### config.mk
export PLATFORM = sky130hd
export DESIGN_NAME = interrupt_priority_fields_bank
export DESIGN_NICKNAME = d
export VERILOG_FILES = /design/src/verilog/prio_bank_pkg.sv /design/src/verilog/interrupt_priority_fields_bank.sv
export SDC_FILE = /design/constraint.sdc
export NUM_CORES = 1
export LEC_CHECK = 0
export ABC_AREA = 0
export BUFFER_PORTS_ARGS = -buffer_cell sky130_fd_sc_hd__clkbuf_2
export CAP_MARGIN = 20
export CORE_MARGIN = 2
export CORE_UTILIZATION = 38
export CTS_CLUSTER_SIZE = 16
export DETAILED_ROUTE_END_ITERATION = 12
export GPL_TIMING_DRIVEN = 0
export PLACE_DENSITY = 0.71
export SETUP_SLACK_MARGIN = 0.05
export SLEW_MARGIN = 20
export SYNTH_ARGS = -nofsm -noshare
export SYNTH_HDL_FRONTEND = slang
export SYNTH_SLANG_ARGS = --single-unit
### constraint.sdc
create_clock -name clk_i -period 24.4 [get_ports clk_i]
set_clock_uncertainty 0.05 [all_clocks]
set_input_delay 3.66 -clock clk_i [delete_from_list [all_inputs] [get_ports clk_i]]
set_output_delay 3.66 -clock clk_i [all_outputs]
set_load 0.02 [all_outputs]
### src/verilog/prio_bank_pkg.sv
package prio_bank_pkg;

  // register geometry
  localparam int          NUM_PRIO_REGS = 6;
  localparam int          NUM_SLOTS     = 24;
  localparam int          FIELD_W       = 3;
  localparam int          FIELD_STRIDE  = 4;

  // byte addresses of the register map
  localparam logic [31:0] ADDR_PRIO_BASE = 32'h0000_0000;
  localparam logic [31:0] ADDR_ENABLE    = 32'h0000_0018;
  localparam logic [31:0] ADDR_PRESENTED = 32'h0000_001c;
  localparam logic [31:0] ADDR_SELECT    = 32'h0000_0020;
  localparam logic [31:0] ADDR_LAST      = 32'h0000_0020;

  // implemented bits and reset value of each priority word (index 0 is register 2)
  localparam logic [5:0][15:0] PRIO_MASK = {16'h7777, 16'h7777, 16'h7777,
                                            16'h7077, 16'h0777, 16'h7777};
  localparam logic [5:0][15:0] PRIO_RST  = {16'h4444, 16'h4444, 16'h4444,
                                            16'h4044, 16'h0444, 16'h4444};
  // slots that carry a real source
  localparam logic [23:0]      SLOT_MASK = 24'hfffb7f;
  localparam logic [23:0]      ENABLE_RST = 24'h00_0000;

  // level codes
  localparam logic [2:0]  LEVEL_OFF = 3'h0;
  localparam logic [2:0]  LEVEL_MIN = 3'h1;
  localparam logic [2:0]  LEVEL_MAX = 3'h7;

  // bus responses
  localparam logic [1:0]  RESP_OKAY   = 2'h0;
  localparam logic [1:0]  RESP_SLVERR = 2'h2;

  // level of every source, exported to the arbiter
  typedef struct packed {
    logic [2:0] uart_two_transmit_level;
    logic [2:0] uart_two_receive_level;
    logic [2:0] external_two_level;
    logic [2:0] timer_five_level;
    logic [2:0] timer_four_level;
    logic [2:0] compare_four_level;
    logic [2:0] compare_three_level;
    logic [2:0] dma_two_done_level;
    logic [2:0] capture_eight_level;
    logic [2:0] capture_seven_level;
    logic [2:0] adc_two_done_level;
    logic [2:0] external_one_level;
    logic [2:0] change_notify_level;
    logic [2:0] i2c_one_master_level;
    logic [2:0] i2c_one_slave_level;
    logic [2:0] dma_one_done_level;
    logic [2:0] adc_one_done_level;
    logic [2:0] uart_one_transmit_level;
    logic [2:0] uart_one_receive_level;
    logic [2:0] spi_one_event_level;
    logic [2:0] spi_one_error_level;
    logic [2:0] timer_three_level;
  } levels_s;

  // complete state of the block
  typedef struct packed {
    logic [5:0][15:0] prio;
    logic [23:0]      enable;
    logic             aw_held;
    logic [31:0]      aw_addr;
    logic             w_held;
    logic [31:0]      wdata;
    logic [3:0]       wstrb;
    logic             bvalid;
    logic [1:0]       bresp;
    logic             rvalid;
    logic [31:0]      rdata;
    logic [1:0]       rresp;
    logic             sel_valid;
    logic [4:0]       sel_slot;
    logic [2:0]       sel_level;
  } state_s;

  localparam state_s STATE_RST = '{prio: PRIO_RST, enable: ENABLE_RST, default: '0};

endpackage
### src/verilog/interrupt_priority_fields_bank.sv
// Our own choices: the AXI4-Lite slave port and the register addresses.
`timescale 1ns/1ps
module interrupt_priority_fields_bank (
  // clock and reset
  input  wire logic                    clk_i,
  input  wire logic                    reset_i,
  // axi4-lite write address
  input  wire logic                    s_axi_awvalid_i,
  output logic                         s_axi_awready_o,
  input  wire logic [31:0]             s_axi_awaddr_i,
  input  wire logic [2:0]              s_axi_awprot_i,
  // axi4-lite write data
  input  wire logic                    s_axi_wvalid_i,
  output logic                         s_axi_wready_o,
  input  wire logic [31:0]             s_axi_wdata_i,
  input  wire logic [3:0]              s_axi_wstrb_i,
  // axi4-lite write response
  output logic                         s_axi_bvalid_o,
  input  wire logic                    s_axi_bready_i,
  output logic [1:0]                   s_axi_bresp_o,
  // axi4-lite read address
  input  wire logic                    s_axi_arvalid_i,
  output logic                         s_axi_arready_o,
  input  wire logic [31:0]             s_axi_araddr_i,
  input  wire logic [2:0]              s_axi_arprot_i,
  // axi4-lite read data
  output logic                         s_axi_rvalid_o,
  input  wire logic                    s_axi_rready_i,
  output logic [31:0]                  s_axi_rdata_o,
  output logic [1:0]                   s_axi_rresp_o,
  // peripheral request flags, one per slot
  input  wire logic [23:0]             source_flag_i,
  // arbitration side
  output prio_bank_pkg::levels_s       levels_o,
  output logic                         sel_valid_o,
  output logic [4:0]                   sel_slot_o,
  output logic [2:0]                   sel_level_o
);

  prio_bank_pkg::state_s state_r;
  prio_bank_pkg::state_s state_nxt;

  // level held for one slot
  function automatic logic [2:0] level_of(input logic [5:0][15:0] prio, input logic [4:0] slot);
    logic [15:0] word;
    word     = prio[slot[4:2]];
    level_of = word[slot[1:0]*prio_bank_pkg::FIELD_STRIDE +: prio_bank_pkg::FIELD_W];
  endfunction

  // register index from a byte address, 4'hf when unmapped
  function automatic logic [3:0] reg_index(input logic [31:0] addr);
    if (addr > prio_bank_pkg::ADDR_LAST || addr[1:0] != 2'h0) begin
      reg_index = 4'hf;
    end else begin
      reg_index = addr[5:2];
    end
  endfunction

  // merge write data into a word under the byte strobes
  function automatic logic [31:0] strobe_merge(input logic [31:0] old_v, input logic [31:0] new_v,
                                               input logic [3:0] strb);
    logic [31:0] res;
    res = old_v;
    for (int b = 0; b < 4; b++) begin
      if (strb[b]) begin
        res[b*8 +: 8] = new_v[b*8 +: 8];
      end
    end
    strobe_merge = res;
  endfunction

  logic [23:0] nonzero;
  logic [23:0] presented;
  logic [23:0] lvl_max_set;
  logic [23:0] lvl_min_set;
  logic        aw_take;
  logic        w_take;
  logic        do_write;
  logic [3:0]  wr_idx;
  logic [3:0]  rd_idx;
  logic [2:0]  best_level;
  logic [4:0]  best_slot;
  logic [15:0] wdata_low;

  // per-slot level decode
  always_comb begin
    for (int s = 0; s < prio_bank_pkg::NUM_SLOTS; s++) begin
      nonzero[s]     = level_of(state_r.prio, 5'(s)) != prio_bank_pkg::LEVEL_OFF;
      lvl_max_set[s] = level_of(state_r.prio, 5'(s)) == prio_bank_pkg::LEVEL_MAX;
      lvl_min_set[s] = level_of(state_r.prio, 5'(s)) == prio_bank_pkg::LEVEL_MIN;
    end
    presented = source_flag_i & state_r.enable & nonzero & prio_bank_pkg::SLOT_MASK;
  end

  // highest level wins, lowest slot breaks a tie
  always_comb begin
    best_level = prio_bank_pkg::LEVEL_OFF;
    best_slot  = 5'h00;
    for (int s = 0; s < prio_bank_pkg::NUM_SLOTS; s++) begin
      if (presented[s] && level_of(state_r.prio, 5'(s)) > best_level) begin
        best_level = level_of(state_r.prio, 5'(s));
        best_slot  = 5'(s);
      end
    end
  end

  // bus handshakes
  assign aw_take   = s_axi_awvalid_i && s_axi_awready_o;
  assign w_take    = s_axi_wvalid_i && s_axi_wready_o;
  assign do_write  = state_r.aw_held && state_r.w_held && !state_r.bvalid;
  assign wr_idx    = reg_index(state_r.aw_addr);
  assign rd_idx    = reg_index(s_axi_araddr_i);
  assign wdata_low = state_r.wdata[15:0];

  // next state
  always_comb begin
    state_nxt = state_r;
    if (aw_take) begin
      state_nxt.aw_held = 1'b1;
      state_nxt.aw_addr = s_axi_awaddr_i;
    end
    if (w_take) begin
      state_nxt.w_held = 1'b1;
      state_nxt.wdata  = s_axi_wdata_i;
      state_nxt.wstrb  = s_axi_wstrb_i;
    end
    if (state_r.bvalid && s_axi_bready_i) begin
      state_nxt.bvalid = 1'b0;
    end
    if (do_write) begin
      state_nxt.aw_held = 1'b0;
      state_nxt.w_held  = 1'b0;
      state_nxt.bvalid  = 1'b1;
      state_nxt.bresp   = prio_bank_pkg::RESP_OKAY;
      if (wr_idx < 4'(prio_bank_pkg::NUM_PRIO_REGS)) begin
        state_nxt.prio[wr_idx[2:0]] = 16'(strobe_merge(32'(state_r.prio[wr_idx[2:0]]),
                                      state_r.wdata, state_r.wstrb))
                                      & prio_bank_pkg::PRIO_MASK[wr_idx[2:0]];
      end else if (wr_idx == 4'h6) begin
        state_nxt.enable = 24'(strobe_merge(32'(state_r.enable), state_r.wdata, state_r.wstrb))
                           & prio_bank_pkg::SLOT_MASK;
      end else if (wr_idx == 4'hf) begin
        state_nxt.bresp = prio_bank_pkg::RESP_SLVERR;
      end
    end
    if (state_r.rvalid && s_axi_rready_i) begin
      state_nxt.rvalid = 1'b0;
    end
    if (s_axi_arvalid_i && s_axi_arready_o) begin
      state_nxt.rvalid = 1'b1;
      state_nxt.rresp  = prio_bank_pkg::RESP_OKAY;
      state_nxt.rdata  = 32'h0000_0000;
      if (rd_idx < 4'(prio_bank_pkg::NUM_PRIO_REGS)) begin
        state_nxt.rdata = {16'h0000, state_r.prio[rd_idx[2:0]]};
      end else if (rd_idx == 4'h6) begin
        state_nxt.rdata = {8'h00, state_r.enable};
      end else if (rd_idx == 4'h7) begin
        state_nxt.rdata = {8'h00, presented};
      end else if (rd_idx == 4'h8) begin
        state_nxt.rdata = {23'h0, state_r.sel_valid, state_r.sel_slot, state_r.sel_level};
      end else begin
        state_nxt.rresp = prio_bank_pkg::RESP_SLVERR;
      end
    end
    state_nxt.sel_valid = presented != '0;
    state_nxt.sel_slot  = best_slot;
    state_nxt.sel_level = best_level;
  end

  // state register
  always_ff @(posedge clk_i or posedge reset_i) begin
    if (reset_i) begin
      state_r <= prio_bank_pkg::STATE_RST;
    end else begin
      state_r <= state_nxt;
    end
  end

  // bus outputs
  assign s_axi_awready_o = !state_r.aw_held && !state_r.bvalid;
  assign s_axi_wready_o  = !state_r.w_held && !state_r.bvalid;
  assign s_axi_arready_o = !state_r.rvalid;
  assign s_axi_bvalid_o  = state_r.bvalid;
  assign s_axi_bresp_o   = state_r.bresp;
  assign s_axi_rvalid_o  = state_r.rvalid;
  assign s_axi_rdata_o   = state_r.rdata;
  assign s_axi_rresp_o   = state_r.rresp;

  // arbitration outputs
  assign sel_valid_o = state_r.sel_valid;
  assign sel_slot_o  = state_r.sel_slot;
  assign sel_level_o = state_r.sel_level;

  // level fields unpacked from the priority words
  assign levels_o.uart_one_receive_level  = state_r.prio[0][14:12];
  assign levels_o.spi_one_event_level     = state_r.prio[0][10:8];
  assign levels_o.spi_one_error_level     = state_r.prio[0][6:4];
  assign levels_o.timer_three_level       = state_r.prio[0][2:0];
  assign levels_o.dma_one_done_level      = state_r.prio[1][10:8];
  assign levels_o.adc_one_done_level      = state_r.prio[1][6:4];
  assign levels_o.uart_one_transmit_level = state_r.prio[1][2:0];
  assign levels_o.change_notify_level     = state_r.prio[2][14:12];
  assign levels_o.i2c_one_master_level    = state_r.prio[2][6:4];
  assign levels_o.i2c_one_slave_level     = state_r.prio[2][2:0];
  assign levels_o.capture_eight_level     = state_r.prio[3][14:12];
  assign levels_o.capture_seven_level     = state_r.prio[3][10:8];
  assign levels_o.adc_two_done_level      = state_r.prio[3][6:4];
  assign levels_o.external_one_level      = state_r.prio[3][2:0];
  assign levels_o.timer_four_level        = state_r.prio[4][14:12];
  assign levels_o.compare_four_level      = state_r.prio[4][10:8];
  assign levels_o.compare_three_level     = state_r.prio[4][6:4];
  assign levels_o.dma_two_done_level      = state_r.prio[4][2:0];
  assign levels_o.uart_two_transmit_level = state_r.prio[5][14:12];
  assign levels_o.uart_two_receive_level  = state_r.prio[5][10:8];
  assign levels_o.external_two_level      = state_r.prio[5][6:4];
  assign levels_o.timer_five_level        = state_r.prio[5][2:0];
endmodule

After elaboration in Yosys (flattened, before gate mapping)

Memory sizes are Yosys's and may differ from the RTL's.
Index checks and enable logic that the tools add are counted.

Flip-flop bits (word level): 235
Latch bits: 0
RAM bits: 0
Bits in read-only memories: 128
Output and inout port bits: 116
Memories kept: 1

$add $sub $neg: 0
$mul: 0
Divide/modulo/power cells: 0
Magnitude comparators: 29
Eq/ne operators: 5
Shift-type cells: 0
Muxes and demuxes: 78
Bitwise gates (word level): 4
Reductions and logical operators: 73

Memory list:

| name             | words | bits a word | rd ports | clocked after Yosys merged registers in | wr ports | RTL line                              | RTL |
|---|---|---|---|---|---|---|---|
| (name not given) | 8     | 16          | 1        | 0                                       | 0        | interrupt_priority_fields_bank.sv:138 | `& prio_bank_pkg::PRIO_MASK[wr_idx[2:0]];` |

Operator list:

| kind                                                           | number |
|---|---|
| two-way mux 5 bit                                              | 20 |
| binary-select mux 16 bit (select 3 bit)                        | 2 |
| bitwise mux 96 bit                                             | 1 |
| nonzero test 3 bit                                             | 24 |
| two-way mux 3 bit                                              | 23 |
| greater-than comparator 32 x 6 -> 1 bit, second input constant | 2 |
| two-way mux 16 bit                                             | 4 |
| greater-than comparator 3 bit                                  | 21 |
| bitwise AND 24 bit                                             | 2 |
| demux 16 bit (select 3 bit)                                    | 1 |
| two-way mux 24 bit                                             | 2 |
| two-way mux 8 bit                                              | 6 |
| two-way mux 37 bit                                             | 1 |
| two-way mux 35 bit                                             | 1 |
| two-way mux 33 bit                                             | 1 |
| logical AND 1 bit                                              | 32 |
| two-way mux 32 bit                                             | 1 |
| nonzero test 24 bit                                            | 1 |
| bitwise AND 16 bit                                             | 1 |
| two-way mux 2 bit                                              | 7 |
| equality test 4 x 3 -> 1 bit, second input constant            | 3 |
| AND reduction 4 bit                                            | 3 |
| nonzero test 2 bit                                             | 6 |
| two-way mux 9 bit                                              | 1 |
| other kinds (11)                                               | 23 |

Logic depth before layout (Yosys ltp)

Gate-level depths: netlist of the first run.

Depth in word-level cells: 67
Mapped depth: 151
Gate-level depth less buffers: 150

Worst setup path before layout of the first run

No wires, ideal clock.

Path kind: input -> register
Start: in source_flag_i[0]
End: reg state_r, in the netlist sel_slot_o[3]
Setup time: 0.130 ns
Data arrival time: 29.572 ns
Required time: 24.220 ns
Path slack: -5.352 ns
Cell stages on the path: 147
Path buffers: 1
Cell sequence: and3_2 > inv_1 > ha_1 > and3_1 > a211o_1 > buf_4 > nand2_1 > o21ai_0 > ha_1 > nor2_1 > o221ai_1 > a211oi_1 > a31oi_1 > mux2_2 > ha_1 > nor3_1 > o22ai_1 > or3_1 > (+111 left out) > nand3b_2 > o31ai_1 > ha_1 > inv_1 > a21o_1 > a21oi_1 > a311oi_1 > inv_1 > and3_1 > mux2i_1 > o211ai_1 > ha_1 > inv_1 > a21o_1 > a21oi_1 > a311oi_1 > nand4bb_1 > a31oi_1

Cells in the longest elaborated chain, start to end: 67

RTL lines:

| element                            | RTL line                              | RTL |
|---|---|---|
| start: declaration                 | interrupt_priority_fields_bank.sv:32  | `input wire logic [23:0] source_flag_i,` |
| bitwise AND 24 bit * (2 in series) | interrupt_priority_fields_bank.sv:92  | `presented = source_flag_i & state_r.enable & nonzero & prio_bank_pkg::SLOT_MASK;` |
| logical AND 1 bit *                | interrupt_priority_fields_bank.sv:100 | `if (presented[s] && level_of(state_r.prio, 5'(s)) > best_level) begin` |
| two-way mux 3 bit *                | interrupt_priority_fields_bank.sv:100 |  |
| greater-than comparator 3 bit      | interrupt_priority_fields_bank.sv:100 |  |
| logical AND 1 bit                  | interrupt_priority_fields_bank.sv:100 |  |
| two-way mux 3 bit *                | interrupt_priority_fields_bank.sv:100 |  |
| greater-than comparator 3 bit      | interrupt_priority_fields_bank.sv:100 |  |
| logical AND 1 bit                  | interrupt_priority_fields_bank.sv:100 |  |
| (+51 left out)                     | n/a                                   |  |
| two-way mux 3 bit                  | interrupt_priority_fields_bank.sv:100 |  |
| greater-than comparator 3 bit      | interrupt_priority_fields_bank.sv:100 |  |
| logical AND 1 bit                  | interrupt_priority_fields_bank.sv:100 |  |
| two-way mux 3 bit                  | interrupt_priority_fields_bank.sv:100 |  |
| greater-than comparator 3 bit      | interrupt_priority_fields_bank.sv:100 |  |
| logical AND 1 bit                  | interrupt_priority_fields_bank.sv:100 |  |
| two-way mux 5 bit *                | interrupt_priority_fields_bank.sv:100 |  |
| named net best_slot[3]             | interrupt_priority_fields_bank.sv:82  | `logic [4:0] best_slot;` |
| end signal: assignment             | interrupt_priority_fields_bank.sv:173 | `state_r <= prio_bank_pkg::STATE_RST;` |
| end signal: assignment             | interrupt_priority_fields_bank.sv:175 | `state_r <= state_nxt;` |
| end: declaration                   | interrupt_priority_fields_bank.sv:40  | `prio_bank_pkg::state_s state_r;` |

Mark *: on every way through the listed nets, which the timed path passes. The rest lies on a longest branch.
A chain may end at the register's enable or synchronous reset.

Final worst setup path of the first run

Start: in source_flag_i[0]
End: reg state_r, in the netlist sel_level_o[0]

Cells in the longest elaborated chain, start to end: 67

RTL lines:

| element                            | RTL line                              | RTL |
|---|---|---|
| bitwise AND 24 bit * (2 in series) | interrupt_priority_fields_bank.sv:92  |  |
| logical AND 1 bit *                | interrupt_priority_fields_bank.sv:100 |  |
| two-way mux 3 bit *                | interrupt_priority_fields_bank.sv:100 |  |
| greater-than comparator 3 bit      | interrupt_priority_fields_bank.sv:100 |  |
| logical AND 1 bit                  | interrupt_priority_fields_bank.sv:100 |  |
| two-way mux 3 bit *                | interrupt_priority_fields_bank.sv:100 |  |
| greater-than comparator 3 bit      | interrupt_priority_fields_bank.sv:100 |  |
| logical AND 1 bit                  | interrupt_priority_fields_bank.sv:100 |  |
| (+51 left out)                     | n/a                                   |  |
| two-way mux 3 bit *                | interrupt_priority_fields_bank.sv:100 |  |
| greater-than comparator 3 bit      | interrupt_priority_fields_bank.sv:100 |  |
| logical AND 1 bit                  | interrupt_priority_fields_bank.sv:100 |  |
| two-way mux 3 bit *                | interrupt_priority_fields_bank.sv:100 |  |
| greater-than comparator 3 bit      | interrupt_priority_fields_bank.sv:100 |  |
| logical AND 1 bit                  | interrupt_priority_fields_bank.sv:100 |  |
| two-way mux 3 bit *                | interrupt_priority_fields_bank.sv:100 |  |
| named net best_level[0]            | interrupt_priority_fields_bank.sv:81  | `logic [2:0] best_level;` |

Marked as above.

==> results of run 1 <==
## power by group through the flow
stage,Sequential [W],Clock (W),Combinational [W]
floorplan,0.000398,0,0.000139
global placement,0.000406,0,0.000198
detailed placement,0.000409,0,0.000204
CTS,0.000403,0.000295,0.000206
global route,0.000409,0.000308,0.000223
finish,0.000404,0.000291,0.000206
## cell usage after synthesis (12+ instances only)
library cell / n / area, µm²
dfrtp_1: 169 / 4229
buf_4: 112 / 840.8
nor2b_1: 17 / 106.4
o22ai_1: 26 / 162.7
nor4_1: 17 / 106.4
mux2_2: 125 / 1408
a31oi_1: 12 / 75.07
nand4_1: 14 / 87.58
o32ai_1: 13 / 113.9
o31ai_1: 31 / 232.7
a21oi_1: 69 / 345.3
ha_1: 27 / 337.8
dfstp_2: 22 / 578.1
a211oi_1: 29 / 217.7
mux2i_1: 41 / 410.4
clkbuf_1: 59 / 221.5
and3_1: 24 / 150.1
nand3_1: 41 / 205.2
nor2_1: 102 / 382.9
inv_1: 53 / 198.9
o21ai_0: 73 / 365.4
nand2_1: 126 / 473.0
nor3_1: 19 / 95.09
and2_1: 21 / 131.4
## logic make-up after synthesis
group                      after synthesis  synth area share, %
AOI/OAI and AO/OA                      387                20.73
adders and majority gates               34                3.110
buffers and inverters                  236                9.983
DFF                                    191                36.42
muxes                                  168                14.05
other                                    1              0.02841
and+or+nand+nor                        424                15.67
## worst max-delay path by stage
stage | from | endpoint | slack, ps | cells past startpoint
after floorplan | source_flag_i[0] | sel_slot_o[3] | -3480 | 148
after global placement | source_flag_i[0] | sel_slot_o[3] | -6230 | 147
after detailed placement | source_flag_i[0] | sel_slot_o[3] | -6520 | 147
after CTS | source_flag_i[0] | sel_level_o[0] | -4000 | 151
after global routing | source_flag_i[0] | sel_level_o[0] | -5300 | 152
final | source_flag_i[0] | sel_level_o[0] | -4310 | 150
## what timing repair did
item / CTS / global route
pin swaps: 84 / 76
cloned: 0 / 0
hold buffers: 0 / 0
setup buffers: 65 / 16
gates resized for setup: 65 / 32
endpoints found under the setup margin: 8 / 8
## state kept, by name, indices dropped and copies added (netlist names)
| signal | flops |
|---|---|
| s_axi_rresp_o | 1 |
| sel_valid_o | 1 |
| s_axi_rdata_o | 24 |
| s_axi_bresp_o | 1 |
| s_axi_rvalid_o | 1 |
| sel_level_o | 3 |
| sel_slot_o | 5 |
| s_axi_bvalid_o | 1 |
| state_r | 88 |
| levels_o | 66 |
## per-layer routing
| metal | track usage, % | vias to the layer above | share of wire [%] |
|---|---|---|---|
| met4 | 10.32 | 0 | 3.4 |
| met1 | 36.30 | 6327 | 41 |
| li1 | - | 5897 | - |
| met3 | 5.134 | 115 | 9.1 |
| met5 | 0 | - | 0 |
| met2 | 44.88 | 656 | 46 |
## worst register-to-register path, delay by kind of cell (launching register included)
kind | cells | cell delay, ps
and+or+nand+nor | 49 | 6610
adders and majority gates | 27 | 7020
muxes | 4 | 1140
DFF | 1 | 660
AOI/OAI and AO/OA | 59 | 9550
buffers and inverters | 10 | 1010
## final cells by class
cell class              instances  area [µm²]  area share, %
inverters                      53       209.0          1.226
repair buffers                307        1785          10.47
flip-flops and latches        191        4807          28.20
clock inverters                15       186.4          1.094
plain buffers                 183        1122          6.584
well taps                     455       569.3          3.339
multi-input cells            1023        7943          46.59
clock buffers                  17       425.4          2.495
## metrics by stage
| stage | setup TNS (ps) | power (W) | cell area (µm²) | setup slack [ps] |
|---|---|---|---|---|
| 6_report | -33680 | 0.0009011 | 17050 | -4309 |
| 5_1_grt | -41670 | 0.0009398 | 17050 | -5300 |
| 4_1_cts | -31340 | 0.0009044 | 16760 | -4000 |
| 3_5_place_dp | -50940 | 0.0006131 | 15350 | -6519 |
| 3_3_place_gp | -48630 | 0.0006036 | 15300 | -6230 |
| 2_1_floorplan | -27070 | 0.0005367 | 13610 | -3476 |
==> metrics.txt, run 1 <==
# TYPE chip_impl_metric gauge
chip_impl_metric{name="final.period_utilization",unit="%"} 117.7
chip_impl_metric{name="switching_share",unit="%"} 33.09
chip_impl_metric{name="std_cell_rows",unit=""} 68
chip_impl_metric{name="grtUsageTotal",unit="%"} 27.52
chip_impl_metric{name="hold_path_depth",unit=""} 2
chip_impl_metric{name="p_switching",unit="W"} 0.0002982
chip_impl_metric{name="detailedRoute.firstIterationViolations",unit=""} 1369
chip_impl_info{name="worstHoldStart",value="s_axi_rdata_o[6]"} 1
chip_impl_metric{name="detail-route-antenna-nets",unit=""} 0
chip_impl_info{name="layout_commonest_cell",value="clkbuf_2"} 1
chip_impl_metric{name="pwr-share-clk",unit="%"} 32.3
chip_impl_metric{name="timing.critical_path.required",unit="ps"} 24700
chip_impl_info{name="critPathTopFamily",value="compound AO/OA/AOI/OAI gates"} 1
chip_impl_metric{name="seq_power_share",unit="%"} 44.8
chip_impl_metric{name="dieArea",unit="µm²"} 36240
chip_impl_metric{name="cts_htree_levels",unit=""} 4
chip_impl_metric{name="design.portCount",unit=""} 253
chip_impl_info{name="worst_path_max_delay_cell",value="or3_4"} 1
chip_impl_metric{name="worstPathBufferInverterCount",unit=""} 11
chip_impl_info{name="crit-reg2reg-launch",value="levels_o[2]"} 1
chip_impl_metric{name="min_period",unit="ps"} 28710
chip_impl_metric{name="leakagePower",unit="nW"} 7.747
chip_impl_metric{name="number_of_buffers_created_by_cts",unit=""} 17
chip_impl_metric{name="worst_ir_drop_vdd",unit="V"} 0.00006161
chip_impl_metric{name="vias_in_the_first_global_route",unit=""} 12600
chip_impl_metric{name="finalMaxSlewViolations",unit=""} 0
chip_impl_metric{name="slowest_delay",unit="ps"} 380
chip_impl_metric{name="synth_async_sr_flop_share",unit="%"} 100.0
chip_impl_info{name="worst_hold_path_type",value="reg -> reg"} 1
chip_impl_metric{name="dr.pass1.iters",unit=""} 5
chip_impl_metric{name="place.gp.congestion",unit=""} 0.9562
chip_impl_info{name="final_cell_mix",value="223 x clkbuf_2, 191 x buf_4, 169 x dfrtp_1"} 1
chip_impl_metric{name="worst-slew-pin-transition",unit="ps"} 1134
chip_impl_metric{name="final.fill_count",unit=""} 3207
chip_impl_info{name="status",value="complete, but fails checks"} 1
chip_impl_metric{name="placeableCoreArea",unit="µm²"} 34370
chip_impl_metric{name="yosysWarningCount",unit=""} 0
chip_impl_metric{name="drt_drc_violations_left",unit=""} 0
chip_impl_info{name="worst_setup_path_start_kind",value="input pin"} 1
chip_impl_metric{name="worst_slew_margin_rel",unit="%"} 23.44
chip_impl_metric{name="vias",unit=""} 13000
chip_impl_metric{name="totalWireLength",unit="µm"} 50490
chip_impl_info{name="violated_checks",value="setup timing"} 1
chip_impl_metric{name="maxCapViolCount",unit=""} 0
chip_impl_metric{name="synthesized_instance_count",unit=""} 1441
chip_impl_metric{name="drive_above_1_share",unit="%"} 43.10
chip_impl_metric{name="layout_setup_ws",unit="ps"} -4309
chip_impl_metric{name="area.growth.synth_to_final",unit="%"} 29.17
chip_impl_metric{name="crit_fanout",unit=""} 5
chip_impl_metric{name="synth_seq_cells",unit=""} 191
chip_impl_metric{name="timing.final.hold_violations",unit=""} 0
chip_impl_metric{name="port-buffer-count",unit=""} 224
chip_impl_metric{name="clock_latency",unit="ps"} 450
chip_impl_metric{name="antenna-diode-count",unit=""} 0
chip_impl_info{name="worstSetupPathType",value="in -> reg"} 1
chip_impl_info{name="synth_top_flop_cell",value="dfrtp_1"} 1
chip_impl_metric{name="synth-edff-count",unit=""} 0
chip_impl_metric{name="yosysUniqueCellTypes",unit=""} 95
chip_impl_metric{name="grt_antenna_before_repair",unit=""} 0
chip_impl_metric{name="clock_transition_at_the_register_clock_pins_on_the_worst_setup_and_hold_paths_after_cts",unit="ps"} 70
chip_impl_metric{name="floorplan.initialDensity",unit="%"} 38.40
chip_impl_metric{name="finish.cell_count_without_fillers",unit=""} 2244
chip_impl_metric{name="whs",unit="ps"} 431.4
chip_impl_metric{name="wl_per_cell",unit="µm"} 22.50
chip_impl_metric{name="fp.dieH",unit="µm"} 190.4
chip_impl_info{name="crit_top_cell",value="ha_4"} 1
chip_impl_metric{name="dp_hpwl",unit="µm"} 38370
chip_impl_metric{name="cellPowerDensity",unit="nW/µm²"} 52.86
chip_impl_metric{name="int_pwr",unit="W"} 0.0006029
chip_impl_metric{name="synth.cell_area",unit="µm²"} 13200
chip_impl_metric{name="max_freq",unit="GHz"} 0.03483
chip_impl_metric{name="grt_start_max_net_pins",unit=""} 97
chip_impl_metric{name="cts.sinks",unit=""} 191
chip_impl_metric{name="ctsLongestPathBuffers",unit=""} 2
chip_impl_metric{name="cp.arrival",unit="ps"} 29010
chip_impl_metric{name="grt_first_pass_wirelength",unit="µm"} 74890
chip_impl_metric{name="sequential_cell_area_fraction_in_the_yosys_report",unit="%"} 36.42
chip_impl_info{name="rsz0062_at_grt",value="yes"} 1
chip_impl_metric{name="endpoints_failing_setup",unit=""} 8
chip_impl_metric{name="die_width",unit="µm"} 190.4
chip_impl_info{name="critical_path.endpoint_type",value="flip-flop"} 1
chip_impl_info{name="tritoncts",value="yes"} 1
chip_impl_metric{name="r2r.worst_path.cells",unit=""} 149
chip_impl_info{name="clock-root-buffer",value="clkbuf_16"} 1
chip_impl_info{name="min_to",value="s_axi_rdata_o[6]"} 1
chip_impl_metric{name="remaining_global_route_overflow",unit=""} 0
chip_impl_metric{name="postLayoutCoreUtil",unit="%"} 49.60
chip_impl_metric{name="comb_power_share",unit="%"} 22.9
chip_impl_metric{name="synthesis.area_per_instance",unit="µm²"} 9.159
chip_impl_metric{name="rrSetupSlack",unit="ps"} -1690
chip_impl_metric{name="vias_per_cell",unit=""} 5.791
chip_impl_metric{name="finalNetCount",unit=""} 1940
chip_impl_metric{name="cell_count_post_placement",unit=""} 2131
chip_impl_info{name="rr_endpoint",value="sel_level_o[0]"} 1
No activity file was read; power rests on OpenSTA's default activity.
==> run 2, diff against run 1 <==
Settings changed: ABC_AREA 0 to 1.
==> metrics.txt, run 2 <==
# TYPE chip_impl_metric gauge
chip_impl_info{name="status",value="finished, final reports clean"} 1
chip_impl_metric{name="grt_start_max_net_pins",unit=""} 80
chip_impl_info{name="layout_commonest_cell",value="nand2_1"} 1
chip_impl_metric{name="synth_seq_cells",unit=""} 191
chip_impl_metric{name="comb_power_share",unit="%"} 22.0
chip_impl_info{name="synth.largest_area_cell",value="dfrtp_1"} 1
chip_impl_info{name="crit_top_cell",value="nand2_4"} 1
chip_impl_metric{name="synthesized_instance_count",unit=""} 1545
chip_impl_metric{name="dr.pass1.iters",unit=""} 6
chip_impl_metric{name="sequential_cell_area_fraction_in_the_yosys_report",unit="%"} 39.83
chip_impl_metric{name="cts_htree_levels",unit=""} 4
chip_impl_metric{name="port-buffer-count",unit=""} 224
chip_impl_metric{name="pwr-share-clk",unit="%"} 34.0
chip_impl_metric{name="grt_antenna_before_repair",unit=""} 0
chip_impl_metric{name="slowest_delay",unit="ps"} 300
chip_impl_info{name="critical_path.endpoint_type",value="flip-flop"} 1
chip_impl_metric{name="cellPowerDensity",unit="nW/µm²"} 57.66
chip_impl_metric{name="clock_latency",unit="ps"} 460
chip_impl_metric{name="finalMaxSlewViolations",unit=""} 0
chip_impl_metric{name="timing.critical_path.required",unit="ps"} 24730
chip_impl_metric{name="totalWireLength",unit="µm"} 45400
chip_impl_metric{name="detail-route-antenna-nets",unit=""} 0
chip_impl_info{name="clock-root-buffer",value="clkbuf_16"} 1
chip_impl_metric{name="yosysWarningCount",unit=""} 0
chip_impl_metric{name="worst-slew-pin-transition",unit="ps"} 1116
chip_impl_metric{name="area.growth.synth_to_final",unit="%"} 31.64
chip_impl_metric{name="finalNetCount",unit=""} 2031
chip_impl_metric{name="cts.sinks",unit=""} 191
chip_impl_metric{name="grt_first_pass_wirelength",unit="µm"} 66930
chip_impl_metric{name="floorplan.initialDensity",unit="%"} 38.45
chip_impl_metric{name="worst_ir_drop_vdd",unit="V"} 0.00005756
chip_impl_metric{name="die_width",unit="µm"} 182.2
chip_impl_metric{name="vias",unit=""} 12350
chip_impl_info{name="yosys.cell_count.top_type",value="nand2_1"} 1
chip_impl_info{name="crit-reg2reg-launch",value="levels_o[2]"} 1
chip_impl_metric{name="hold_path_depth",unit=""} 2
chip_impl_metric{name="antenna-diode-count",unit=""} 0
chip_impl_metric{name="design.portCount",unit=""} 253
chip_impl_metric{name="cp.arrival",unit="ps"} 24170
chip_impl_metric{name="dp_worst_setup_slack",unit="ps"} -2910
chip_impl_info{name="worst_setup_path_start_kind",value="input pin"} 1
chip_impl_metric{name="place.gp.congestion",unit=""} 0.9544
chip_impl_metric{name="totalPowerFinal",unit="W"} 0.0009161
chip_impl_metric{name="layout_setup_ws",unit="ps"} 561.3
chip_impl_info{name="min_to",value="s_axi_rresp_o[1]"} 1
chip_impl_metric{name="worst_slew_margin_rel",unit="%"} 24.83
chip_impl_metric{name="grtUsageTotal",unit="%"} 26.50
chip_impl_metric{name="leakagePower",unit="nW"} 7.761
chip_impl_metric{name="vias_per_cell",unit=""} 5.410
chip_impl_info{name="rr_endpoint",value="sel_slot_o[3]"} 1
chip_impl_metric{name="placeableCoreArea",unit="µm²"} 31390
chip_impl_metric{name="yosysUniqueCellTypes",unit=""} 44
chip_impl_metric{name="vias_in_the_first_global_route",unit=""} 11720
chip_impl_metric{name="final.period_utilization",unit="%"} 97.70
chip_impl_info{name="worstSetupPathType",value="in -> reg"} 1
chip_impl_metric{name="detailedRoute.firstIterationViolations",unit=""} 1220
chip_impl_metric{name="synth_async_sr_flop_share",unit="%"} 100.0
chip_impl_metric{name="clock_transition_at_the_register_clock_pins_on_the_worst_setup_and_hold_paths_after_cts",unit="ps"} 90
chip_impl_metric{name="dp_hpwl",unit="µm"} 34760
chip_impl_metric{name="synth.cell_area",unit="µm²"} 12070
chip_impl_metric{name="fin_setup_tns",unit="ps"} 0
chip_impl_metric{name="seq_power_share",unit="%"} 44.0
chip_impl_metric{name="remaining_global_route_overflow",unit=""} 0
chip_impl_metric{name="int_pwr",unit="W"} 0.0005930
chip_impl_metric{name="std_cell_rows",unit=""} 65
chip_impl_info{name="synth_commonest_cells",value="282 x nand2_1, 209 x o21ai_0, 176 x inv_1"} 1
chip_impl_metric{name="drive_above_1_share",unit="%"} 36.70
chip_impl_metric{name="p_switching",unit="W"} 0.0003231
chip_impl_info{name="worst_path_max_delay_cell",value="ha_1"} 1
chip_impl_info{name="max_flop_register",value="state_r"} 1
chip_impl_info{name="post_synth_main_area_contributors",value="dfrtp_1 35%, nand2_1 8.8%, o21ai_0 8.7%, buf_4 6.8%, inv_1 5.5%"} 1
chip_impl_metric{name="rrSetupSlack",unit="ps"} 3140
chip_impl_metric{name="r2r.worst_path.cells",unit=""} 154
chip_impl_info{name="rsz0062_at_grt",value="yes"} 1
chip_impl_metric{name="crit_fanout",unit=""} 5
chip_impl_metric{name="final_design_area_no_fill",unit="µm²"} 15890
chip_impl_metric{name="switching_share",unit="%"} 35.27
chip_impl_metric{name="wl_per_cell",unit="µm"} 19.90
chip_impl_metric{name="timing.final.hold_violations",unit=""} 0
chip_impl_metric{name="synth.top_cell.area_share",unit="%"} 35.04
chip_impl_metric{name="synthesis.area_per_instance",unit="µm²"} 7.813
chip_impl_metric{name="synth-edff-count",unit=""} 0
chip_impl_metric{name="dieArea",unit="µm²"} 33210
chip_impl_metric{name="max_freq",unit="GHz"} 0.04195
chip_impl_info{name="synth_top_flop_cell",value="dfrtp_1"} 1
chip_impl_metric{name="endpoints_failing_setup",unit=""} 0
chip_impl_metric{name="drt_drc_violations_left",unit=""} 0
chip_impl_metric{name="largest_register_ff_count",unit=""} 88
chip_impl_metric{name="postLayoutCoreUtil",unit="%"} 50.61
chip_impl_metric{name="maxCapViolCount",unit=""} 0
chip_impl_metric{name="fp.dieH",unit="µm"} 182.2
chip_impl_metric{name="detailed_place.area",unit="µm²"} 13800
chip_impl_info{name="worst_hold_path_type",value="reg -> reg"} 1
chip_impl_metric{name="final.fill_count",unit=""} 3011
chip_impl_metric{name="min_period",unit="ps"} 23840
chip_impl_metric{name="holdBufCountCts",unit=""} 0
chip_impl_metric{name="number_of_buffers_created_by_cts",unit=""} 17
chip_impl_info{name="final_cell_mix",value="256 x nand2_1, 223 x clkbuf_2, 178 x o21ai_0"} 1
chip_impl_info{name="worstHoldStart",value="s_axi_rresp_o[1]"} 1
chip_impl_metric{name="ctsLongestPathBuffers",unit=""} 2
chip_impl_info{name="tritoncts",value="yes"} 1
-- run 2: changes by cell type in the layout (fill, tap and decap cells not counted), moves of 23 or more --
| cell | delta |
|---|---|
| a211oi_1 | -27 |
| mux2i_1 | -40 |
| o31ai_1 | -24 |
| mux2_2 | -91 |
| nand2_1 | +140 |
| nand3_2 | +23 |
| a21oi_1 | +52 |
| nand2_4 | +39 |
| inv_1 | +124 |
| nand2_2 | +32 |
| o21ai_0 | +113 |
-- run 2: critical path, delay by kind of cell --
kind	cells	cell delay, ps
AO/OA/AOI/OAI	38	6000
adder cells (fa/ha/maj)	21	5020
buffers and inverters	23	1680
AND/OR/NAND/NOR	73	7780
-- run 2: worst max-delay path by stage --
stage | startpoint | end | slack (ps) | cells past startpoint
6_report | source_flag_i[0] | sel_slot_o[3] | 560 | 155
5_1_grt | source_flag_i[0] | sel_slot_o[3] | -450 | 153
4_1_cts | source_flag_i[0] | sel_slot_o[3] | 50 | 161
3_5_place_dp | source_flag_i[0] | sel_slot_o[3] | -2910 | 150
3_3_place_gp | source_flag_i[0] | sel_slot_o[3] | -2430 | 150
2_1_floorplan | source_flag_i[0] | sel_slot_o[3] | 50 | 148
-- run 2: metal layers --
| metal | wire length (µm) | track usage (%) | share of wire, % |
|---|---|---|---|
| met1 | 18700 | 36.11 | 41 |
| met3 | 4309 | 4.490 | 9.5 |
| met4 | 2179 | 12.23 | 4.8 |
| met5 | 0 | 0 | 0 |
| met2 | 20210 | 41.30 | 45 |
-- run 2: cell type report --
class | count | area [µm²] | share of cell area, %
Multi-Input combinational cell | 1022 | 6516 | 41.01
Buffer | 159 | 1011 | 6.363
Inverter | 182 | 695.7 | 4.378
Clock inverter | 15 | 226.5 | 1.425
Sequential cell | 191 | 4807 | 30.25
Timing Repair Buffer | 294 | 1704 | 10.73
Clock buffer | 17 | 425.4 | 2.677
Tap cell | 402 | 503.0 | 3.166
-- run 2: logic make-up after synthesis --
group | after synthesis | synth area share [%]
AND/OR/NAND/NOR | 525 | 20.44
other | 1 | 0.03107
multiplexers | 30 | 2.799
flip-flops | 191 | 39.83
adder cells (fa/ha/maj) | 27 | 2.799
buffers and inverters | 341 | 14.04
AO/OA/AOI/OAI | 430 | 20.07
-- run 2: through the flow --
step                      hold slack, ps  std cells
after detailed placement           414.1       2182
after floorplan                    397.6       1554
final                              441.9       2282
after global routing               468.9       2282
after CTS                          442.5       2246
after global placement             418.8       2180
-- run 2: what timing repair did --
action / in CTS / in global routing
endpoints found under the setup margin: 8 / 8
pin swaps: 40 / 107
gates cloned: 0 / 0
setup buffers: 32 / 37
gates resized for setup: 109 / 87
-- run 2: power groups by stage --
stage                     sequential [W]  clock, W  combinational [W]
after detailed placement        0.000408         0           0.000202
after global routing            0.000408  0.000327           0.000220
after CTS                       0.000402  0.000313           0.000202
after floorplan                 0.000398         0           0.000132
after global placement          0.000406         0           0.000196
final                           0.000403  0.000311           0.000202
